File: src/include/ebra_map.vh
// Register offsets, field positions, reset values and timing counts of the bus arbiter
`ifndef EBRA_MAP_VH
`define EBRA_MAP_VH
// ****************************************************************
// Register byte offsets
// ****************************************************************
`define EBRA_CTRL_OFS 4'h0
`define EBRA_STAT_OFS 4'h4
`define EBRA_WCNT_OFS 4'h8
// ****************************************************************
// Control register fields
// ****************************************************************
`define EBRA_CTRL_MEMORY_CYCLE_WAIT_COUNT_LSB 0
`define EBRA_CTRL_MEMORY_CYCLE_WAIT_COUNT_MSB 3
`define EBRA_CTRL_RWDLY_BIT 4
`define EBRA_CTRL_MUX_BIT 5
`define EBRA_CTRL_TRI_BIT 6
`define EBRA_CTRL_ARB_BIT 7
`define EBRA_CTRL_RST 8'h80
// ****************************************************************
// Status register fields
// ****************************************************************
`define EBRA_STAT_STATE_LSB 0
`define EBRA_STAT_STATE_MSB 3
`define EBRA_STAT_GRANT_BIT 4
`define EBRA_STAT_BUS_REGAIN_REQUEST_OUT_BIT 5
`define EBRA_STAT_RDY_BIT 6
`define EBRA_STAT_HOLD_BIT 7
// ****************************************************************
// Bus answers and timing
// ****************************************************************
`define EBRA_RESP_OKAY 2'h0
`define EBRA_RESP_SLVERR 2'h2
`define EBRA_MUX_WAITS 1
`define EBRA_TRI_WAITS 1
`define EBRA_MCLK_PER_OCLK 2
`endif

File: src/rtl/ebra_arbiter.v
// External bus cycle termination, wait states and hold arbitration
//
// The placing of the registers and the AXI4-Lite register port were left to the implementer.
`timescale 1ns/1ps
`include "ebra_map.vh"

// What this block does
// Ready sampled high adds one ready wait state and samples again.
// Ready sampled low ends the running external bus cycle.
// Slave may drop ready after the rising command strobe edge.
// Unsynchronised ready must stay low at least two clock periods plus 14 ns.
// Asynchronous ready passes a synchroniser before use.
// Programmed memory cycle wait states precede the ready sampling point.
// Command strobe falling edge position depends on read/write delay option.
// Multiplexed mode adds a multiplex wait, optionally a turnaround wait.
// Multiplexed with turnaround wait gives two output-clock cycles gap.
// Demultiplexed without turnaround wait lets next cycle start at once.
// Running cycle completes before hold acknowledge is given.
// Released chip selects are undriven, held high by pull-ups.
// Regain starts only when hold request goes inactive high.
// Bus request output asserted by last permitted clock point.
// External master may return the bus without our bus request.
// Grant and request outputs change and hold samples on output clock.
// After cycle ends, float bus outputs then assert grant.
// On regain drop grant and request, drive bus, then start cycles.
module ebra_arbiter (
    input wire mclk,
    input wire srst,
    // AXI4-Lite slave
    input wire [3:0] s_axi_awaddr,
    input wire s_axi_awvalid,
    output reg s_axi_awready,
    input wire [31:0] s_axi_wdata,
    input wire [3:0] s_axi_wstrb,
    input wire s_axi_wvalid,
    output reg s_axi_wready,
    output reg [1:0] s_axi_bresp,
    output reg s_axi_bvalid,
    input wire s_axi_bready,
    input wire [3:0] s_axi_araddr,
    input wire s_axi_arvalid,
    output reg s_axi_arready,
    output reg [31:0] s_axi_rdata,
    output reg [1:0] s_axi_rresp,
    output reg s_axi_rvalid,
    input wire s_axi_rready,
    // Internal cycle requests
    input wire cyc_req,
    input wire cyc_write,
    input wire [4:0] cyc_cs,
    output reg cyc_done,
    // Pins
    input wire ready_n,
    input wire hold_req_n,
    output reg system_clock_output,
    output reg bus_grant_ack_out,
    output reg bus_regain_request_out_n,
    output reg [4:0] chip_select_out_n,
    output reg chip_select_oe,
    output reg ale_out,
    output reg read_cmd_n,
    output reg write_cmd_n,
    output reg bus_oe
);
    // ****************************************************************
    // States
    // ****************************************************************
    localparam [3:0] ST_IDLE = 4'h0;
    localparam [3:0] ST_ADDR = 4'h1;
    localparam [3:0] ST_MEMORY_CYCLE_WAIT_COUNT = 4'h2;
    localparam [3:0] ST_CMD = 4'h3;
    localparam [3:0] ST_MUXW = 4'h4;
    localparam [3:0] ST_TRIW = 4'h5;
    localparam [3:0] ST_FLOAT = 4'h6;
    localparam [3:0] ST_HELD = 4'h7;
    localparam [3:0] ST_REGAIN = 4'h8;

    // ****************************************************************
    // Pin synchronisers and output clock
    // ****************************************************************
    wire [1:0] pins_s;
    wire ready_s_n = pins_s[0];
    wire hold_s_n = pins_s[1];

    ebra_sync2 #(.W(2), .INIT(2'h3)) u_sync (
        .mclk(mclk),
        .srst(srst),
        .async_in({hold_req_n, ready_n}),
        .sync_out(pins_s)
    );

    // Output clock runs at half mclk; state steps on its falling edge only
    reg phase_q;
    wire tick = phase_q;

    always @(posedge mclk) begin
        if (srst) begin
            phase_q <= 1'b0;
            system_clock_output <= 1'b0;
        end else begin
            phase_q <= ~phase_q;
            system_clock_output <= ~phase_q;
        end
    end

    // ****************************************************************
    // Control register
    // ****************************************************************
    reg [7:0] ctrl_q;
    wire [3:0] memory_cycle_wait_count_cfg = ctrl_q[`EBRA_CTRL_MEMORY_CYCLE_WAIT_COUNT_MSB:`EBRA_CTRL_MEMORY_CYCLE_WAIT_COUNT_LSB];
    wire rw_delay = ctrl_q[`EBRA_CTRL_RWDLY_BIT];
    wire mux_mode = ctrl_q[`EBRA_CTRL_MUX_BIT];
    wire tri_wait = ctrl_q[`EBRA_CTRL_TRI_BIT];
    wire arb_en = ctrl_q[`EBRA_CTRL_ARB_BIT];

    // ****************************************************************
    // Bus cycle and arbitration sequencer
    // ****************************************************************
    reg [3:0] state_q;
    reg [3:0] state_d;
    reg [3:0] wcnt_q;
    reg cyc_wr_q;
    reg [4:0] cs_q;
    reg [15:0] rdy_waits_q;

    always @* begin
        state_d = state_q;
        case (state_q)
            ST_IDLE: begin
                if (arb_en && !hold_s_n)
                    state_d = ST_FLOAT;
                else if (cyc_req)
                    state_d = ST_ADDR;
            end
            ST_ADDR: state_d = (memory_cycle_wait_count_cfg != 4'h0) ? ST_MEMORY_CYCLE_WAIT_COUNT : ST_CMD;
            ST_MEMORY_CYCLE_WAIT_COUNT: state_d = (wcnt_q == 4'h1) ? ST_CMD : ST_MEMORY_CYCLE_WAIT_COUNT;
            ST_CMD: begin
                if (!ready_s_n) begin
                    if (mux_mode)
                        state_d = ST_MUXW;
                    else if (tri_wait)
                        state_d = ST_TRIW;
                    else
                        state_d = ST_IDLE;
                end
            end
            ST_MUXW: state_d = tri_wait ? ST_TRIW : ST_IDLE;
            ST_TRIW: state_d = ST_IDLE;
            ST_FLOAT: state_d = ST_HELD;
            ST_HELD: state_d = hold_s_n ? ST_REGAIN : ST_HELD;
            ST_REGAIN: state_d = ST_IDLE;
            default: state_d = ST_IDLE;
        endcase
    end

    always @(posedge mclk) begin
        if (srst) begin
            state_q <= ST_IDLE;
            wcnt_q <= 4'h0;
            cyc_wr_q <= 1'b0;
            cs_q <= 5'h1F;
            cyc_done <= 1'b0;
            rdy_waits_q <= 16'h0000;
        end else begin
            cyc_done <= 1'b0;
            if (tick) begin
                state_q <= state_d;
                if (state_q == ST_IDLE && state_d == ST_ADDR) begin
                    cyc_wr_q <= cyc_write;
                    cs_q <= ~cyc_cs;
                end
                if (state_q == ST_ADDR)
                    wcnt_q <= memory_cycle_wait_count_cfg;
                else if (state_q == ST_MEMORY_CYCLE_WAIT_COUNT)
                    wcnt_q <= wcnt_q - 4'h1;
                if (state_q == ST_CMD && ready_s_n)
                    rdy_waits_q <= rdy_waits_q + 16'h0001;
                if (state_q == ST_CMD && !ready_s_n)
                    cyc_done <= 1'b1;
            end
        end
    end

    // ****************************************************************
    // Pin outputs
    // ****************************************************************
    // Delayed strobe falls one mclk late, then stays low through ready waits
    // so a slave that drops ready on the rising strobe is never cut short
    wire in_cmd = (state_q == ST_CMD);
    wire strobe_on = in_cmd && (!rw_delay || phase_q || !(read_cmd_n && write_cmd_n));
    wire driving = (state_q != ST_FLOAT) && (state_q != ST_HELD);

    always @(posedge mclk) begin
        if (srst) begin
            ale_out <= 1'b0;
            read_cmd_n <= 1'b1;
            write_cmd_n <= 1'b1;
            chip_select_out_n <= 5'h1F;
            chip_select_oe <= 1'b1;
            bus_oe <= 1'b1;
            bus_grant_ack_out <= 1'b0;
            bus_regain_request_out_n <= 1'b1;
        end else begin
            ale_out <= (state_q == ST_ADDR) && !phase_q;
            read_cmd_n <= ~(strobe_on && !cyc_wr_q);
            write_cmd_n <= ~(strobe_on && cyc_wr_q);
            chip_select_out_n <= (state_q == ST_IDLE || !driving) ? 5'h1F : cs_q;
            chip_select_oe <= driving;
            bus_oe <= driving;
            if (tick) begin
                // Grant follows the float step by one output clock
                bus_grant_ack_out <= (state_d == ST_HELD);
                bus_regain_request_out_n <= ~(state_d == ST_HELD && cyc_req);
            end
        end
    end

    // ****************************************************************
    // AXI4-Lite write channel
    // ****************************************************************
    reg aw_got_q;
    reg w_got_q;
    reg [3:0] awaddr_q;
    reg [31:0] wdata_q;
    reg [3:0] wstrb_q;
    wire aw_fire = s_axi_awvalid && s_axi_awready;
    wire w_fire = s_axi_wvalid && s_axi_wready;
    wire aw_have = aw_got_q || aw_fire;
    wire w_have = w_got_q || w_fire;
    wire [3:0] wa = aw_fire ? s_axi_awaddr : awaddr_q;
    wire [31:0] wd = w_fire ? s_axi_wdata : wdata_q;
    wire [3:0] ws = w_fire ? s_axi_wstrb : wstrb_q;
    wire do_write = aw_have && w_have && !s_axi_bvalid;

    always @(posedge mclk) begin
        if (srst) begin
            aw_got_q <= 1'b0;
            w_got_q <= 1'b0;
            awaddr_q <= 4'h0;
            wdata_q <= 32'h00000000;
            wstrb_q <= 4'h0;
            s_axi_awready <= 1'b0;
            s_axi_wready <= 1'b0;
            s_axi_bvalid <= 1'b0;
            s_axi_bresp <= `EBRA_RESP_OKAY;
            ctrl_q <= `EBRA_CTRL_RST;
        end else begin
            if (aw_fire)
                awaddr_q <= s_axi_awaddr;
            if (w_fire) begin
                wdata_q <= s_axi_wdata;
                wstrb_q <= s_axi_wstrb;
            end
            if (do_write) begin
                aw_got_q <= 1'b0;
                w_got_q <= 1'b0;
                s_axi_bvalid <= 1'b1;
                if (wa == `EBRA_CTRL_OFS) begin
                    s_axi_bresp <= `EBRA_RESP_OKAY;
                    if (ws[0])
                        ctrl_q <= wd[7:0];
                end else if (wa == `EBRA_STAT_OFS || wa == `EBRA_WCNT_OFS) begin
                    s_axi_bresp <= `EBRA_RESP_OKAY;
                end else begin
                    s_axi_bresp <= `EBRA_RESP_SLVERR;
                end
            end else begin
                if (aw_fire)
                    aw_got_q <= 1'b1;
                if (w_fire)
                    w_got_q <= 1'b1;
            end
            if (s_axi_bvalid && s_axi_bready)
                s_axi_bvalid <= 1'b0;
            s_axi_awready <= !s_axi_awready && !aw_have && !s_axi_bvalid;
            s_axi_wready <= !s_axi_wready && !w_have && !s_axi_bvalid;
        end
    end

    // ****************************************************************
    // AXI4-Lite read channel
    // ****************************************************************
    wire ar_fire = s_axi_arvalid && s_axi_arready;

    always @(posedge mclk) begin
        if (srst) begin
            s_axi_arready <= 1'b0;
            s_axi_rvalid <= 1'b0;
            s_axi_rdata <= 32'h00000000;
            s_axi_rresp <= `EBRA_RESP_OKAY;
        end else begin
            s_axi_arready <= !s_axi_arready && !s_axi_rvalid && !ar_fire;
            if (ar_fire) begin
                s_axi_rvalid <= 1'b1;
                s_axi_rresp <= `EBRA_RESP_OKAY;
                case (s_axi_araddr)
                    `EBRA_CTRL_OFS: s_axi_rdata <= {24'h000000, ctrl_q};
                    `EBRA_STAT_OFS: s_axi_rdata <= {24'h000000, !hold_s_n, !ready_s_n,
                        !bus_regain_request_out_n, bus_grant_ack_out, state_q};
                    `EBRA_WCNT_OFS: s_axi_rdata <= {16'h0000, rdy_waits_q};
                    default: begin
                        s_axi_rdata <= 32'h00000000;
                        s_axi_rresp <= `EBRA_RESP_SLVERR;
                    end
                endcase
            end else if (s_axi_rvalid && s_axi_rready) begin
                s_axi_rvalid <= 1'b0;
            end
        end
    end
endmodule

File: src/rtl/ebra_sync2.v
// Two-flop synchroniser for asynchronous pin levels
`timescale 1ns/1ps
module ebra_sync2 #(
    parameter W = 2,
    parameter [W-1:0] INIT = {W{1'b1}}
) (
    input wire mclk,
    input wire srst,
    input wire [W-1:0] async_in,
    output reg [W-1:0] sync_out
);
    reg [W-1:0] meta_q;

    always @(posedge mclk) begin
        if (srst) begin
            meta_q <= INIT;
            sync_out <= INIT;
        end else begin
            meta_q <= async_in;
            sync_out <= meta_q;
        end
    end
endmodule

File: config.mk
export PLATFORM = sky130hd
export DESIGN_NAME = ebra_arbiter
export DESIGN_NICKNAME = d
export VERILOG_FILES = /design/src/rtl/ebra_arbiter.v /design/src/rtl/ebra_sync2.v
export VERILOG_INCLUDE_DIRS = /design/src /design/src/include
export SDC_FILE = /design/constraint.sdc
export NUM_CORES = 1
export LEC_CHECK = 0
export BUFFER_PORTS_ARGS = -buffer_cell sky130_fd_sc_hd__buf_2
export CAP_MARGIN = 5
export CORE_ASPECT_RATIO = 0.9
export CORE_UTILIZATION = 56
export CTS_CLUSTER_SIZE = 20
export DETAILED_ROUTE_END_ITERATION = 12
export GPL_ROUTABILITY_DRIVEN = 0
export PLACE_DENSITY = 0.87
export SLEW_MARGIN = 5
export SYNTH_ARGS = -nofsm -noshare
export SYNTH_HDL_FRONTEND = slang
export SYNTH_SLANG_ARGS = --single-unit
File: constraint.sdc
create_clock -name mclk -period 4.1 [get_ports mclk]
set_input_delay 0.205 -clock mclk [delete_from_list [all_inputs] [get_ports mclk]]
set_output_delay 0.205 -clock mclk [all_outputs]
set_load 0.01 [all_outputs]
==> results.md <==
- Worst setup SP type: register
- Worst-Skew Late Latency: between 300 and 400 ps
- Crit end category: register
- Global-route wire length before repair: 13700 um
- Largest cells by area after synthesis: dfxtp_1 46%, nor2_1 5.7%, mux2i_1 4.7%
- Max VDD drop: about 0.20 mV
- Longest Clk Path Bufs: 2
- FP Rows: 28
- Top_reg_cell synth: dfxtp_1
- Terminus of the critical flop-to-flop path: bus_regain_request_out_n
- Slew @ Worst Pin: between 1000 and 1500 ps
- Hold EP: u_sync.meta_q[1]
- Max Freq: 0.432 GHz
- Placed Instances: a little under 600
- Drt pass-1 iters: 4
- Hold Crit Start: hold_req_n
- Synthesized flop and latch total: slightly above 90
- Largest net degree at the start of global routing: 50
- Combinational power share: approximately a tenth
- Final #Nets: 569
- Netlist Area Pre-Place: around 4000 sq um
- Synthesis-to-layout area growth: 12.6%
- H-tree Lvls: 3
- Layout Utilization: 66.9%
- TritonCTS clock tree: yes
- Clk sinks: 93
- Fin crit period: between 2000 and 2500 ps
- Post-CTS Hold Buffers: 0
- Total track usage: 23.3%
- R2R setup slack: between 1500 and 2000 ps
- Die H: slightly above 80 um
- Post-DRT Antenna Nets: 0
- Sequential-to-total area share from yosys stat: 46.4%
- Post-CTS sizing: 0
- Crit-path max FO: 17
- Synth area leader: dfxtp_1
- Hold Path Depth: 2
- Port buffer count: just under 70
- Final Cycle Share: around 56%
- Skew final: between 5 and 6 ps
- Violation count after the first detailed-route iteration: around 260
- Lkg Pwr: 1.78 nW
- Total CTS buffers: 9
- Synthesized area per cell: around 9.0 sq um
- Avg WL per Cell: 14.0 um
- Worst r2r path cells: 4
- Post-synth cell types: 55
- Grt ovf: 0
- Post-synth EDFFs: 0
- Core area: 6760 sq um
- # setup viols final: 0
- Final TNS setup: 0 ps
- Syn Inst Count: ~450
- Clock network fraction of design power: approximately a third
- Net switching power: between 0.4 and 0.5 mW
- DR vias/cell: 5.49
- Top-area cell type share of the netlist area: about 46%
- Postcts setup bufs: 0
- Final hold violations: 0
- Slew headroom: approximately 30%
- Filler Cell Count: 550
- Via count: approximately 3300
- Routed WL: ~8400 um
- Max Cap Viol: 0
- Yosys warning total: 0
- Die ar.: between 7000 and 8000 sq um
- Hold slack: between 15 and 20 ps
- Post-Layout Cell Count: around 600
- Switching portion of total power: ~27%
- RSZ-0062 raised after global routing: no
- Initial antenna violation count: 0
- P_int: ~1.3 mW
- Async set-reset flop share out of synthesis: 0%
- Starting Density: between 50% and 60%
- Layout cells sized above 1: a little over a fifth
- Outcome: finished clean
- Max Slew Vio Count: 0
- Drt drc: 0
- Pwr/cell area: about 380 nW/um^2
- Width of the die: about 91 um
- Clock slew at reported path FFs: 90 ps
- Worst EP required: 4350 ps
- Launching point of the worst reg2reg path: state_q[1]
- Register share of total power: 55.5%
- # IOs: approximately 120
- N_diodes: 0
- Final HPWL DP: slightly below 6000 um
- CTS root buffer: clkbuf_8
- Vias in the first global route: 2943
- Critical path arrival: 2560 ps
- WS Path Type: register to register
- Worst Hold Class: primary input to register
## power groups by stage
stage	registers [mW]	logic [mW]	clock network, mW
finish	0.961	0.183	0.585
global route	0.966	0.206	0.633
CTS	0.960	0.184	0.592
detailed placement	0.981	0.182	0
global placement	0.979	0.174	0
floorplan	0.977	0.140	0
## cells in the mapped netlist (4+ instances only)
cell,instances
a21oi_1,21
a221oi_1,5
a22oi_1,10
and2_1,4
buf_4,19
clkbuf_1,19
dfxtp_1,93
inv_1,9
mux2_2,13
mux2i_1,19
nand2_1,28
nand2b_1,10
nand3_1,9
nor2_1,61
nor2b_1,16
nor3_1,21
o21ai_0,14
or2_2,4
or3_1,11
xnor2_1,7
xor2_1,4
## flip-flops by register name, summed over array words and instances (netlist names), 5 cells and up
register	cells
ctrl_q	8
cs_q	5
wdata_q	8
s_axi_rdata	16
chip_select_out_n	5
rdy_waits_q	16
## cells by family (layout without fill, tap and decap cells)
| logic type | count (synthesis) | count (layout) | synth area share (%) |
|---|---|---|---|
| compound gates | 69 | 69 | 11.2 |
| xor+xnor | 11 | 11 | 2.40 |
| fa+ha+maj | 3 | 3 | 0.935 |
| buf+inv | 49 | 96 | 6.39 |
| flops | 93 | 93 | 46.4 |
| mux | 32 | 32 | 8.38 |
| other cells | 1 | 18 | 0.0934 |
| simple gates | 189 | 189 | 24.2 |
## worst max path at each step
stage	from	to	slack [ps]	depth (start not counted)
after floorplan	s_axi_awready	ctrl_q[7]	2100	5
final	state_q[1]	bus_regain_request_out_n	1790	4
after global routing	state_q[1]	cs_q[1]	1630	5
after global placement	state_q[1]	cyc_wr_q	1950	5
after detailed placement	state_q[1]	cs_q[1]	1880	5
after CTS	state_q[1]	cs_q[1]	1810	5
## cell type report
cell class | instances | area [sq um] | area share, %
clock buffer | 10 | 138 | 3.04
clock inverter | 6 | 55.1 | 1.22
inverter | 9 | 33.8 | 0.747
multi-input combinational | 322 | 1960 | 43.4
sequential | 93 | 1860 | 41.2
tap | 90 | 113 | 2.49
timing repair buffer | 71 | 360 | 7.97
## critical path: stages (launching register included)
cell       delay, ps
dfxtp_1          660
nor3_1           150
a2111oi_0        890
nand2_1          150
o32a_1           340
## per-layer routing
layer / vias up / global-route usage (%) / share of wire, %
met4: 0 / 7.94 / 1.3
met1: 1549 / 27.9 / 44
met3: 11 / 4.30 / 5.1
met2: 100 / 42.8 / 50
met5: - / 0 / 0
li1: 1638 / - / -
## cell usage in the layout, fill, tap and decap left out, types with 2 or more instances in the layout
| cell | netlist | layout |
|---|---|---|
| nor2b_1 | 16 | 16 |
| dfxtp_1 | 93 | 93 |
| clkinvlp_4 | 0 | 2 |
| o221ai_1 | 3 | 3 |
| buf_2 | 1 | 69 |
| and4_1 | 2 | 2 |
| a21oi_1 | 21 | 21 |
| nor4_1 | 3 | 3 |
| or3_1 | 11 | 11 |
| xnor2_1 | 7 | 7 |
| ha_1 | 3 | 3 |
| xor2_1 | 4 | 4 |
| buf_4 | 19 | 2 |
| nand2b_1 | 10 | 10 |
| nor2_1 | 61 | 61 |
| nand3_1 | 9 | 9 |
| inv_1 | 9 | 9 |
| nand4_1 | 3 | 3 |
| and3_1 | 3 | 3 |
| mux2_2 | 13 | 13 |
| o21ai_0 | 14 | 14 |
| and2_1 | 4 | 4 |
| inv_8 | 0 | 2 |
| or2_2 | 4 | 4 |
| clkbuf_8 | 0 | 10 |
| a22oi_1 | 10 | 10 |
| nor3_1 | 21 | 21 |
| nand4b_1 | 2 | 2 |
| nor4b_1 | 2 | 2 |
| conb_1 | 1 | 18 |
| a211oi_1 | 2 | 2 |
| o22ai_1 | 3 | 3 |
| nand2_1 | 28 | 28 |
| mux2i_1 | 19 | 19 |
| a221oi_1 | 5 | 5 |
## per-stage QoR
| step | cell area (sq um) | power, mW | setup slack (ps) |
|---|---|---|---|
| after detailed placement | 4330 | 1.16 | 1880 |
| after global placement | 4330 | 1.15 | 1950 |
| after floorplan | 4080 | 1.12 | 2100 |
| final | 4520 | 1.73 | 1790 |
| after global routing | 4520 | 1.80 | 1630 |
| after CTS | 4520 | 1.74 | 1810 |
Power figures use the tool's default switching activity.
